`src/common/uaf_consts.svh`:
```
// offsets, field positions, reset values and timing counts of the address filter uart
`ifndef UAF_CONSTS_SVH
`define UAF_CONSTS_SVH
// printed offsets are not multiples of four: kept as indices, byte address = 4 * index
`define UAF_IDX_SCTL      8'h98
`define UAF_IDX_SLAVE_ADDRESS     8'ha9
`define UAF_IDX_SMASK     8'hb9
`define UAF_IDX_DATA      8'h99
`define UAF_IDX_AUX       8'hc0
`define UAF_IDX_BITSET    8'hc1
`define UAF_IDX_BITCLR    8'hc2
// serial control fields
`define UAF_B_MODE_HI     7
`define UAF_B_MODE_LO     6
`define UAF_B_MPE         5
`define UAF_B_REN         4
`define UAF_B_TB8         3
`define UAF_B_RB8         2
`define UAF_B_TI          1
`define UAF_B_RI          0
// aux register fields
`define UAF_B_ERRSEL      0
`define UAF_B_DBL         1
`define UAF_RST_SCTL      8'h00
`define UAF_RST_SLAVE_ADDRESS     8'h00
`define UAF_RST_SMASK     8'h00
`define UAF_RST_AUX       8'h00
// bit period in clk cycles for variable rate modes, then shift and fixed-rate modes (no baud generator here)
`define UAF_VAR_DIV       16'd868
`define UAF_SHIFT_DIV     16'd12
`define UAF_SHIFT_DIV_X2  16'd6
`define UAF_M2_DIV        16'd64
`define UAF_M2_DIV_X2     16'd32
`endif

```
`src/common/uaf_pkg.sv`:
```
// types shared by the address filter uart
package uaf_pkg;
    typedef enum logic [1:0] {
        UAF_MODE_SHIFT,
        UAF_MODE_UART8,
        UAF_MODE_UART9_FIX,
        UAF_MODE_UART9_VAR
    } uaf_mode_t;
    typedef enum logic [1:0] {
        UAF_RX_IDLE,
        UAF_RX_START,
        UAF_RX_BITS,
        UAF_RX_STOP
    } uaf_rx_state_t;
endpackage : uaf_pkg

```
`src/core/uaf_uart.sv`:
```
// serial port with multiprocessor automatic address recognition, wishbone slave
//
// Our own choice: register access over Wishbone.
`include "uaf_consts.svh"
module uaf_uart #(
    parameter logic [15:0] VAR_DIV = `UAF_VAR_DIV
) (
    input  wire logic        clk,
    input  wire logic        reset,
    input  wire logic        wb_cyc_i,
    input  wire logic        wb_stb_i,
    input  wire logic        wb_we_i,
    input  wire logic [9:0]  wb_adr_i,
    input  wire logic [3:0]  wb_sel_i,
    input  wire logic [31:0] wb_dat_i,
    output logic      [31:0] wb_dat_o,
    output logic             wb_ack_o,
    output logic             wb_err_o,
    input  wire logic        rxd,
    output logic             txd,
    output logic             sclk_out
);
    // register state
    logic [7:0]  sctl_r;
    logic [7:0]  slave_address_r;
    logic [7:0]  smask_r;
    logic [7:0]  aux_r;
    logic        fe_r;
    logic        sm0_r;
    logic [7:0]  rx_data_r;
    logic        ack_r;
    logic        err_r;
    logic [31:0] rdat_r;

    // bus decode
    logic [7:0]  idx;
    logic        req;
    logic        wr;
    logic        lane0;
    logic        hit_sctl;
    logic        hit_slave_address;
    logic        hit_smask;
    logic        hit_data;
    logic        hit_aux;
    logic        hit_bset;
    logic        hit_bclr;
    logic        mapped;
    logic [7:0]  rd_byte;
    logic [7:0]  sctl_view;

    assign idx       = wb_adr_i[9:2];
    assign req       = wb_cyc_i & wb_stb_i & ~ack_r & ~err_r;
    assign wr        = req & wb_we_i & wb_sel_i[0];
    assign lane0     = wb_sel_i[0];
    assign hit_sctl  = idx == `UAF_IDX_SCTL;
    assign hit_slave_address = idx == `UAF_IDX_SLAVE_ADDRESS;
    assign hit_smask = idx == `UAF_IDX_SMASK;
    assign hit_data  = idx == `UAF_IDX_DATA;
    assign hit_aux   = idx == `UAF_IDX_AUX;
    assign hit_bset  = idx == `UAF_IDX_BITSET;
    assign hit_bclr  = idx == `UAF_IDX_BITCLR;
    assign mapped    = hit_sctl | hit_slave_address | hit_smask | hit_data | hit_aux | hit_bset
                     | hit_bclr;

    // bit 7 shows error flag or mode bit depending on select
    assign sctl_view = {aux_r[`UAF_B_ERRSEL] ? fe_r : sm0_r, sctl_r[6:0]};

    assign rd_byte = hit_sctl  ? sctl_view :
                     hit_slave_address ? slave_address_r :
                     hit_smask ? smask_r :
                     hit_data  ? rx_data_r :
                     hit_aux   ? aux_r : 8'h00;

    // mode decode
    logic [1:0]  mode_bits;
    logic        is_shift;
    logic        is_nine;
    logic        mpe_on;
    logic        errsel;
    logic        dbl;
    assign mode_bits = {sm0_r, sctl_r[`UAF_B_MODE_LO]};
    assign is_shift  = mode_bits == 2'b00;
    assign is_nine   = mode_bits[1];
    assign mpe_on    = sctl_r[`UAF_B_MPE] & ~is_shift;
    assign errsel    = aux_r[`UAF_B_ERRSEL];
    assign dbl       = aux_r[`UAF_B_DBL];

    function automatic logic [15:0] bit_div(input logic [1:0] m, input logic x2);
        if (m == 2'b00) begin
            bit_div = x2 ? `UAF_SHIFT_DIV_X2 : `UAF_SHIFT_DIV;
        end else if (m == 2'b10) begin
            bit_div = x2 ? `UAF_M2_DIV_X2 : `UAF_M2_DIV;
        end else begin
            bit_div = VAR_DIV;
        end
    endfunction : bit_div

    logic [15:0] div;
    assign div = bit_div(mode_bits, dbl);

    // rx pin synchroniser
    logic rx_s1_r;
    logic rx_s2_r;
    always_ff @(posedge clk) begin
        rx_s1_r <= reset ? 1'b1 : rxd;
        rx_s2_r <= reset ? 1'b1 : rx_s1_r;
    end

    // receiver
    uaf_pkg::uaf_rx_state_t rx_st_r;
    logic [15:0] rx_cnt_r;
    logic [3:0]  rx_bit_r;
    logic [8:0]  rx_sh_r;
    logic        rx_mpe_r;
    logic        rx_tick;
    logic [3:0]  rx_nbits;
    logic        addr_hit;
    logic        rx_ninth;
    logic        rx_accept;
    logic        rx_done;
    logic        rx_data_end;
    logic        rx_fe_ev;
    logic        rx_ri_set;
    logic        rx_rb8_load;

    assign rx_tick  = rx_cnt_r == 16'h0000;
    assign rx_nbits = is_nine ? 4'd9 : 4'd8;

    uaf_addr_match u_match (
        .rx_addr    (rx_sh_r[7:0]),
        .slave_addr (slave_address_r),
        .slave_mask (smask_r),
        .hit        (addr_hit)
    );

    // uart mode 1 ninth bit is the stop bit itself
    assign rx_ninth    = is_nine ? rx_sh_r[8] : rx_s2_r;
    // with filtering, only ninth-bit-one frames that match are taken
    assign rx_accept   = ~mpe_on | (rx_ninth & addr_hit &
                         (is_nine | rx_s2_r));
    assign rx_data_end = rx_st_r == uaf_pkg::UAF_RX_BITS & rx_tick
                       & rx_bit_r == rx_nbits - 4'd1;
    assign rx_done     = rx_st_r == uaf_pkg::UAF_RX_STOP & rx_tick;
    assign rx_fe_ev    = rx_done & ~rx_s2_r & errsel;
    // receive flag is set at the stop bit sample whether or not error detection is selected
    assign rx_ri_set   = rx_accept & ~sctl_r[`UAF_B_RI] &
                         (errsel ? rx_done : rx_done);
    assign rx_rb8_load = rx_done & rx_accept;

    always_ff @(posedge clk) begin
        if (reset) begin
            rx_st_r  <= uaf_pkg::UAF_RX_IDLE;
            rx_cnt_r <= 16'h0000;
            rx_bit_r <= 4'h0;
            rx_sh_r  <= 9'h000;
        end else begin
            rx_cnt_r <= rx_tick ? div - 16'h0001 : rx_cnt_r - 16'h0001;
            case (rx_st_r)
                uaf_pkg::UAF_RX_IDLE: begin
                    // reception only while enabled and not in shift mode
                    if (sctl_r[`UAF_B_REN] & ~is_shift & ~rx_s2_r) begin
                        rx_st_r  <= uaf_pkg::UAF_RX_START;
                        rx_cnt_r <= {1'b0, div[15:1]};
                    end
                end
                uaf_pkg::UAF_RX_START: begin
                    if (rx_tick) begin
                        rx_st_r  <= rx_s2_r ? uaf_pkg::UAF_RX_IDLE : uaf_pkg::UAF_RX_BITS;
                        rx_bit_r <= 4'h0;
                    end
                end
                uaf_pkg::UAF_RX_BITS: begin
                    if (rx_tick) begin
                        rx_sh_r  <= is_nine ? {rx_s2_r, rx_sh_r[8:1]}
                                            : {1'b0, rx_s2_r, rx_sh_r[7:1]};
                        rx_bit_r <= rx_bit_r + 4'd1;
                        if (rx_data_end) begin
                            rx_st_r <= uaf_pkg::UAF_RX_STOP;
                        end
                    end
                end
                default: begin
                    if (rx_tick) begin
                        rx_st_r <= uaf_pkg::UAF_RX_IDLE;
                    end
                end
            endcase
        end
    end

    // transmitter, started by a data write
    logic        tx_busy_r;
    logic [15:0] tx_cnt_r;
    logic [3:0]  tx_bit_r;
    logic [10:0] tx_sh_r;
    logic        tx_go;
    logic        tx_tick;
    logic [3:0]  tx_last;
    logic        tx_stop_start;
    assign tx_go   = wr & hit_data & ~tx_busy_r & ~is_shift;
    assign tx_tick = tx_cnt_r == 16'h0000;
    assign tx_last = is_nine ? 4'd11 : 4'd10;
    // stop bit begins when the shifted count reaches data plus start
    assign tx_stop_start = tx_busy_r & tx_tick & tx_bit_r == tx_last - 4'd2;

    always_ff @(posedge clk) begin
        if (reset) begin
            tx_busy_r <= 1'b0;
            tx_cnt_r  <= 16'h0000;
            tx_bit_r  <= 4'h0;
            tx_sh_r   <= 11'h7ff;
        end else if (tx_go) begin
            tx_busy_r <= 1'b1;
            tx_cnt_r  <= div - 16'h0001;
            tx_bit_r  <= 4'h0;
            tx_sh_r   <= is_nine ? {1'b1, sctl_r[`UAF_B_TB8], wb_dat_i[7:0], 1'b0}
                                 : {2'b11, wb_dat_i[7:0], 1'b0};
        end else if (tx_busy_r & tx_tick) begin
            tx_cnt_r  <= div - 16'h0001;
            tx_sh_r   <= {1'b1, tx_sh_r[10:1]};
            tx_bit_r  <= tx_bit_r + 4'd1;
            tx_busy_r <= tx_bit_r != tx_last - 4'd1;
        end else if (tx_busy_r) begin
            tx_cnt_r <= tx_cnt_r - 16'h0001;
        end
    end

    // bit set and clear masks for the bit-addressable control register
    logic [7:0] sc_wdat;
    logic [7:0] sc_set;
    logic [7:0] sc_clr;
    logic [7:0] sctl_sw;
    assign sc_wdat = wb_dat_i[7:0];
    assign sc_set  = (wr & hit_bset) ? sc_wdat : 8'h00;
    assign sc_clr  = (wr & hit_bclr) ? sc_wdat : 8'h00;
    assign sctl_sw = (wr & hit_sctl) ? sc_wdat : ((sctl_view | sc_set) & ~sc_clr);

    // control register; hardware sets win over software clears
    logic sw_ctl;
    assign sw_ctl = wr & (hit_sctl | hit_bset | hit_bclr);
    always_ff @(posedge clk) begin
        if (reset) begin
            sctl_r <= `UAF_RST_SCTL;
            fe_r   <= 1'b0;
            sm0_r  <= 1'b0;
        end else begin
            if (sw_ctl) begin
                sctl_r[7:2] <= sctl_sw[7:2];
                sctl_r[1:0] <= sctl_sw[1:0];
                if (errsel) begin
                    fe_r <= sctl_sw[7];
                end else begin
                    sm0_r <= sctl_sw[7];
                end
            end
            if (rx_rb8_load & is_nine) begin
                sctl_r[`UAF_B_RB8] <= rx_ninth;
            end else if (rx_rb8_load) begin
                sctl_r[`UAF_B_RB8] <= rx_s2_r;
            end
            if (rx_ri_set) begin
                sctl_r[`UAF_B_RI] <= 1'b1;
            end
            if (tx_stop_start) begin
                sctl_r[`UAF_B_TI] <= 1'b1;
            end
            // sticky: a good stop bit never clears it
            if (rx_fe_ev) begin
                fe_r <= 1'b1;
            end
        end
    end

    // address, mask, aux and receive data registers
    always_ff @(posedge clk) begin
        if (reset) begin
            slave_address_r   <= `UAF_RST_SLAVE_ADDRESS;
            smask_r   <= `UAF_RST_SMASK;
            aux_r     <= `UAF_RST_AUX;
            rx_data_r <= 8'h00;
        end else begin
            if (wr & hit_slave_address) begin
                slave_address_r <= sc_wdat;
            end
            if (wr & hit_smask) begin
                smask_r <= sc_wdat;
            end
            if (wr & hit_aux) begin
                aux_r <= {6'h00, sc_wdat[1:0]};
            end
            if (rx_ri_set) begin
                rx_data_r <= rx_sh_r[7:0];
            end
        end
    end

    // wishbone answer: one cycle after request, err on unmapped index
    always_ff @(posedge clk) begin
        if (reset) begin
            ack_r  <= 1'b0;
            err_r  <= 1'b0;
            rdat_r <= 32'h0000_0000;
        end else begin
            ack_r  <= req & mapped;
            err_r  <= req & ~mapped;
            rdat_r <= {24'h00_0000, lane0 ? rd_byte : 8'h00};
        end
    end

    assign wb_ack_o = ack_r;
    assign wb_err_o = err_r;
    assign wb_dat_o = rdat_r;
    // shifter fills with ones, so its low bit is idle-high between frames
    assign txd      = tx_sh_r[0];
    assign sclk_out = 1'b1; // shift-register mode datapath not built
endmodule : uaf_uart

```
`src/core/uaf_addr_match.sv`:
```
// address match for given and broadcast address
module uaf_addr_match (
    input  wire logic [7:0] rx_addr,
    input  wire logic [7:0] slave_addr,
    input  wire logic [7:0] slave_mask,
    output logic            hit
);
    logic [7:0] bcast;
    logic       given_hit;
    logic       bcast_hit;
    // zero mask bits are don't-care in the given comparison; broadcast ignores only bits zero in both address and mask
    assign given_hit = ((rx_addr ^ slave_addr) & slave_mask) == 8'h00;
    assign bcast     = slave_addr | slave_mask;
    assign bcast_hit = ((rx_addr ^ bcast) & bcast) == 8'h00;
    assign hit       = given_hit | bcast_hit;
endmodule : uaf_addr_match

```
`config.mk`:
```
export PLATFORM = sky130hd
export DESIGN_NAME = uaf_uart
export DESIGN_NICKNAME = d
export VERILOG_FILES = /design/src/common/uaf_pkg.sv /design/src/core/uaf_uart.sv /design/src/core/uaf_addr_match.sv
export VERILOG_INCLUDE_DIRS = /design/src /design/src/common
export SDC_FILE = /design/constraint.sdc
export NUM_CORES = 1
export LEC_CHECK = 0
export BUFFER_PORTS_ARGS = -buffer_cell sky130_fd_sc_hd__buf_2
export CAP_MARGIN = 0
export CORE_ASPECT_RATIO = 0.7
export CORE_MARGIN = 2
export CORE_UTILIZATION = 57
export CTS_BUF_LIST = sky130_fd_sc_hd__clkbuf_4 sky130_fd_sc_hd__clkbuf_8 sky130_fd_sc_hd__clkbuf_16
export DETAILED_ROUTE_END_ITERATION = 10
export HOLD_SLACK_MARGIN = 0.02
export PLACE_DENSITY_LB_ADDON = 0.15
export SLEW_MARGIN = 10
export SYNTH_ARGS = -nofsm -noshare
export SYNTH_HDL_FRONTEND = slang
export SYNTH_SLANG_ARGS = --single-unit
```
`constraint.sdc`:
```
create_clock -name clk -period 3 [get_ports clk]
set_clock_uncertainty 0.2 [all_clocks]
set_input_delay 0.6 -clock clk [delete_from_list [all_inputs] [get_ports clk]]
set_output_delay 0.6 -clock clk [all_outputs]
set_load 0.02 [all_outputs]
```
# Word level (Yosys, flattened, before mapping)
# Cells that the tools add are included.
# classes
order_cmp,0
div,0
bitwise_logic,62
reduce_logical,22
mul,0
n_shift,0
add_sub_neg,8
n_eq_ne,18
n_mux,46
# op_table
cell,n
$mux W16,7
$eq A8 B8 Y1 const B,7
$mux W8,7
$sub A16 B1 Y16 const B,3
$and A1 B1 Y1,33
$logic_not A16 Y1,2
$and A8 B8 Y8,3
$mux W11,2
$mux W10,2
$logic_not A8 Y1,2
$or A8 B8 Y8,2
$xor A8 B8 Y8,2
$mux W2,7
$reduce_bool A2 Y1,7
$mux W1,13
$mux W4,3
$or A1 B1 Y1,11
$not A1 Y1,10
$mux W9,1
$add A4 B1 Y4 const B,2
$eq A4 B4 Y1,2
$ne A2 B2 Y1 const B,4
$not A8 Y8,1
$pmux W4 S2,1
14 further kinds,22
# totals
wordCells,180
output_inout_bits,36
inputBits,52
mem_count,0
ram_bits,0
register_bits,134
latch_bits,0
romBits,0

# Logic depth before layout (Yosys ltp)
# logic_depth
word_depth,13
depth_mapped,9
mapped_depth_nobuf,8

# Modules after synthesis
# A second synthesis with hierarchy kept.
# hier_totals
cells_unflattened,678
hier_area_um2,5734.2
# by_module_without_submodules
mod,cells_per_inst,area_each_um2,n_inst,seq_area_each_um2
uaf_uart,652,5549.1,1,2182.1
uaf_addr_match,26,185.2,1,0.0

# Least setup slack after synthesis
# Ideal clock, no wire load.
# synth_path
kind,in2reg
start,in wb_cyc_i
end,reg tx_cnt_r[3]
t_arrival_ns,2.136
path_slack_ns,0.546
setup_time_ns,0.117
n_path_buf,2
stages,8
required_time_ns,2.683
cell_sequence,nand4bb_1 > clkbuf_1 > nor4_1 > nor4b_2 > nor2_1 > buf_2 > mux2i_1 > a32o_1
# synth_via
elab_chain_len,9
elab_cells_between_ends,10
classes_between,mux: 1; bitwise: 8; reduce/logical: 1
# synth_rtl
item,line,source
"start, declared",uaf_uart.sv:10,"input wire logic wb_cyc_i,"
$and A1 B1 Y1 * (3 in series),uaf_uart.sv:52,assign req = wb_cyc_i & wb_stb_i & ~ack_r & ~err_r;
$and A1 B1 Y1 * (2 in series),uaf_uart.sv:53,assign wr = req & wb_we_i & wb_sel_i[0];
$and A1 B1 Y1 * (3 in series),uaf_uart.sv:200,assign tx_go = wr & hit_data & ~tx_busy_r & ~is_shift;
$reduce_bool A3 Y1 (no line) or $mux W16 (tied branches),--,
"end signal, assigned",uaf_uart.sv:214,tx_cnt_r <= div - 16'h0001;
"end signal, assigned",uaf_uart.sv:219,tx_cnt_r <= div - 16'h0001;
"end signal, assigned",uaf_uart.sv:224,tx_cnt_r <= tx_cnt_r - 16'h0001;
"end, declared",uaf_uart.sv:193,logic [15:0] tx_cnt_r;
# Mark *: on every way between the ends. The rest lies on a longest branch, timed or not.
# A chain may end at the register's enable or synchronous reset.

# Worst setup path after layout
# layout_path
start,reg tx_cnt_r[0]
end,reg tx_cnt_r[4]
# layout_via
elab_chain_len,4
elab_cells_between_ends,7
classes_between,add/sub: 1; mux: 3; bitwise: 1; reduce/logical: 2
# layout_rtl
item,line,source
$sub A16 B1 Y16 or $logic_not A16 Y1 (tied branches),"uaf_uart.sv:224, uaf_uart.sv:201",
$mux W16 or $and A1 B1 Y1 (tied branches),"uaf_uart.sv:223, uaf_uart.sv:218",
$mux W16,uaf_uart.sv:218,end else if (tx_busy_r & tx_tick) begin
$mux W16,uaf_uart.sv:212,end else if (tx_go) begin
# Several ways; a longest one is shown, not always the timed one. The select of a mux whose other input is x is not followed.

==> flow_metrics.env <==
export IMPL_pwr_density_cell_mw_per_mm2=574
export IMPL_met2_usage=0.397
export IMPL_fin_crit_sh=0.888
export IMPL_die_area_mm2=0.0110
export IMPL_routabilityCongestion=0.862
export IMPL_placed_cell_area_mm2=0.00607
export IMPL_yosysUniqueCellTypes=73
export IMPL_r2r_start="tx_cnt_r[0]"
export IMPL_yosysWarnings=0
export IMPL_drcViolationCount=0
export IMPL_htreeDepth=3
export IMPL_die_x_um=125
export IMPL_drive_gt1_frac=0.153
export IMPL_ios=88
export IMPL_p_leak_nw=2.59
export IMPL_cts_buffer_depth=2
export IMPL_holdCritStartpoint="rx_s1_r"
export IMPL_drt_wl_total_mm=13.9
export IMPL_min_to="rx_s2_r"
export IMPL_num_vias=4971
export IMPL_numCtsBuffers=9
export IMPL_min_path_type="reg -> reg"
export IMPL_grt_pass1_vias=4550
export IMPL_dr_pass1_iters=5
export IMPL_cts_root_buf="clkbuf_16"
export IMPL_final_setup_tns_ns=0
export IMPL_worstSetupStartpointType="flip-flop"
export IMPL_outcome="finished, final reports clean"
export IMPL_path_clk_slew_ns=0.08
export IMPL_cts_resized=0
export IMPL_syn_area_mm2=0.00581
export IMPL_met1_usage=0.370
export IMPL_critical_path_arrival_ns=2.73
export IMPL_grtUsageMet3=0.0623
export IMPL_dp_cells=826
export IMPL_critPathCaptureType="flip-flop"
export IMPL_track_usage=0.255
export IMPL_grt_pass1_wl_mm=22.7
export IMPL_avgViaCountPerCell=5.90
export IMPL_initialDrtViolationCount=435
export IMPL_vdd_drop_max_mv=0.529
export IMPL_rsz0062_at_grt="no"
export IMPL_insertedDiodeCount=0
export IMPL_fillers=843
export IMPL_r2r_slack_ns=0.34
export IMPL_postSynthAreaPerCell_um2=8.55
export IMPL_grt_max_degree=70
export IMPL_required_ns=3.07
export IMPL_cts_hold_buf=0
export IMPL_numPortBuffers=33
export IMPL_pre_cts_ws_ns=0.161
export IMPL_core_area_mm2=0.00980
export IMPL_die_h_um=88.5
export IMPL_hpwlAfterDp_mm=10.1
export IMPL_clk_latency_ns=0.35
export IMPL_synth_ff_type="dfxtp_1"
export IMPL_cts_sinks=109
export IMPL_hold_depth=1
export IMPL_drt_wirelength_per_cell_um=16.5
export IMPL_cts_tree="yes"
export IMPL_setup_ws_ns=0.337
export IMPL_maxSlewHeadroom=0.286
export IMPL_period_minus_slack_ns=2.66
export IMPL_drtAntennaViolNets=0
export IMPL_syn_to_final_growth_pct=9.47
export IMPL_critPathKind="reg -> reg"
export IMPL_fmax_mhz=376
export IMPL_nets=767
export IMPL_synth_seq_cells=109
export IMPL_cp_max_fo=12
export IMPL_grt_overflow=0
export IMPL_rows=30
export IMPL_antenna_found_initial=0
export IMPL_final_util=0.649
export IMPL_hold_viol=0
export IMPL_reg2regPathDepth=7
export IMPL_reg2reg_to="tx_cnt_r[4]"
export IMPL_finalSetupViolCount=0
export IMPL_post_cts_buffers=0
export IMPL_max_cap_viol_count=0
export IMPL_worst_pin_slew_ns=1.07
export IMPL_async_reset_ff_frac=0
export IMPL_slew_violations=0
export IMPL_fin_area_mm2=0.00636
export IMPL_grt_most_used_layer="met2"
export IMPL_netlist_instances=680
export IMPL_synth_edff_count=0
export IMPL_start_util=0.593
export IMPL_final_instance_count_excl_fill=842
export IMPL_ys_seq_area_frac=0.375
==> cell usage after synthesis, types with 8 or more instances <==
| cell | count | area share |
|---|---|---|
| clkbuf_1 | 24 | 0.016 |
| a211oi_1 | 8 | 0.010 |
| xnor2_1 | 8 | 0.012 |
| nand3_1 | 17 | 0.015 |
| xor2_1 | 17 | 0.026 |
| a22oi_1 | 9 | 0.012 |
| nand2b_1 | 16 | 0.017 |
| nor2_1 | 85 | 0.055 |
| nand2_1 | 66 | 0.043 |
| nor3_1 | 13 | 0.011 |
| buf_2 | 8 | 0.0069 |
| mux2i_1 | 46 | 0.079 |
| mux2_2 | 15 | 0.029 |
| buf_4 | 26 | 0.034 |
| a21oi_1 | 44 | 0.038 |
| dfxtp_1 | 109 | 0.38 |
| inv_1 | 19 | 0.012 |
| o21ai_0 | 15 | 0.013 |
==> routing by layer <==
metal | share of wire | up-vias
met5 | 0 | -
li1 | - | 2424
met3 | 0.081 | 17
met2 | 0.42 | 198
met4 | 0.0083 | 0
met1 | 0.49 | 2332
==> critical path, cell delays in order, from the launching register on <==
cell and delay (ns):
dfxtp_1 0.36, inv_1 0.09, ha_1 0.20, nor4bb_1 0.15
and4_1 0.22, nor2_1 0.82, mux2_2 0.42, o32ai_1 0.11
==> state kept, by name (all words and copies together), names as in the netlist <==
name	count
rx_cnt_r	16
tx_cnt_r	16
tx_sh_r	10
rx_sh_r	9
rx_data_r	8
slave_address_r	8
smask_r	8
wb_dat_o	8
sctl_r	7
rx_bit_r	4
tx_bit_r	4
aux_r	2
rx_st_r	2
fe_r	1
is_nine	1
rx_s1_r	1
rx_s2_r	1
tx_busy_r	1
wb_ack_o	1
wb_err_o	1
==> final cells by class <==
type	instances	area [um2]	share of cell area
Tap cell	128	160	0.0252
Timing Repair Buffer	56	350	0.0551
Sequential cell	109	2180	0.343
Clock buffer	9	225	0.0354
Clock inverter	7	66.3	0.0104
Multi-Input combinational cell	514	3310	0.520
Inverter	19	71.3	0.0112
==> power breakdown <==
part | internal (mW) | leakage (nW) | total (mW) | switching, mW
combinational | 0.362 | 1.56 | 0.821 | 0.460
sequential | 1.54 | 0.882 | 1.65 | 0.107
clock | 0.587 | 0.144 | 1.18 | 0.597
total | 2.49 | 2.59 | 3.65 | 1.16
==> stage by stage <==
stage,power (mW),hold slack (ns)
after floorplan,2.37,0.189
after global placement,2.47,0.195
after detailed placement,2.50,0.196
after CTS,3.67,0.214
after global routing,3.82,0.219
final,3.65,0.219
==> worst max path at each step <==
stage                 from          end  cells past startpoint
3_3_place_gp   wb_adr_i[3]  tx_cnt_r[4]                      7
4_1_cts        tx_cnt_r[0]  tx_cnt_r[4]                      7
5_1_grt        tx_cnt_r[0]  tx_cnt_r[4]                      7
3_5_place_dp   wb_adr_i[3]  tx_cnt_r[4]                      7
6_report       tx_cnt_r[0]  tx_cnt_r[4]                      7
2_1_floorplan     wb_cyc_i  tx_cnt_r[3]                      8
==> layout by cell type (no fill, tap or decap), drive strengths merged, types with 4 or more instances in the layout <==
cell	instances
and3	5
nor4	10
mux2i	46
a31oi	6
a22o	7
o21bai	4
mux2	15
xnor2	8
dfxtp	109
inv	23
o21ai	19
nand4	5
conb	25
a22oi	9
nor2	86
ha	6
or4	8
nand3	17
a211oi	8
a41oi	4
clkbuf	9
a21oi	44
xor2	17
nor3	14
or3	4
or2	6
nand2	66
o32ai	5
buf	56
nand2b	17
nor2b	5
==> logic make-up after synthesis <==
| group | after synthesis | share of synthesized area |
|---|---|---|
| AO/OA/AOI/OAI | 136 | 0.158 |
| XOR/XNOR | 25 | 0.0377 |
| adder cells (fa/ha/maj) | 6 | 0.0129 |
| buffers and inverters | 80 | 0.0715 |
| flip-flops | 109 | 0.375 |
| multiplexers | 61 | 0.108 |
| other | 2 | 0.00129 |
| AND/OR/NAND/NOR | 261 | 0.234 |
(Power assumes the default switching activity.)
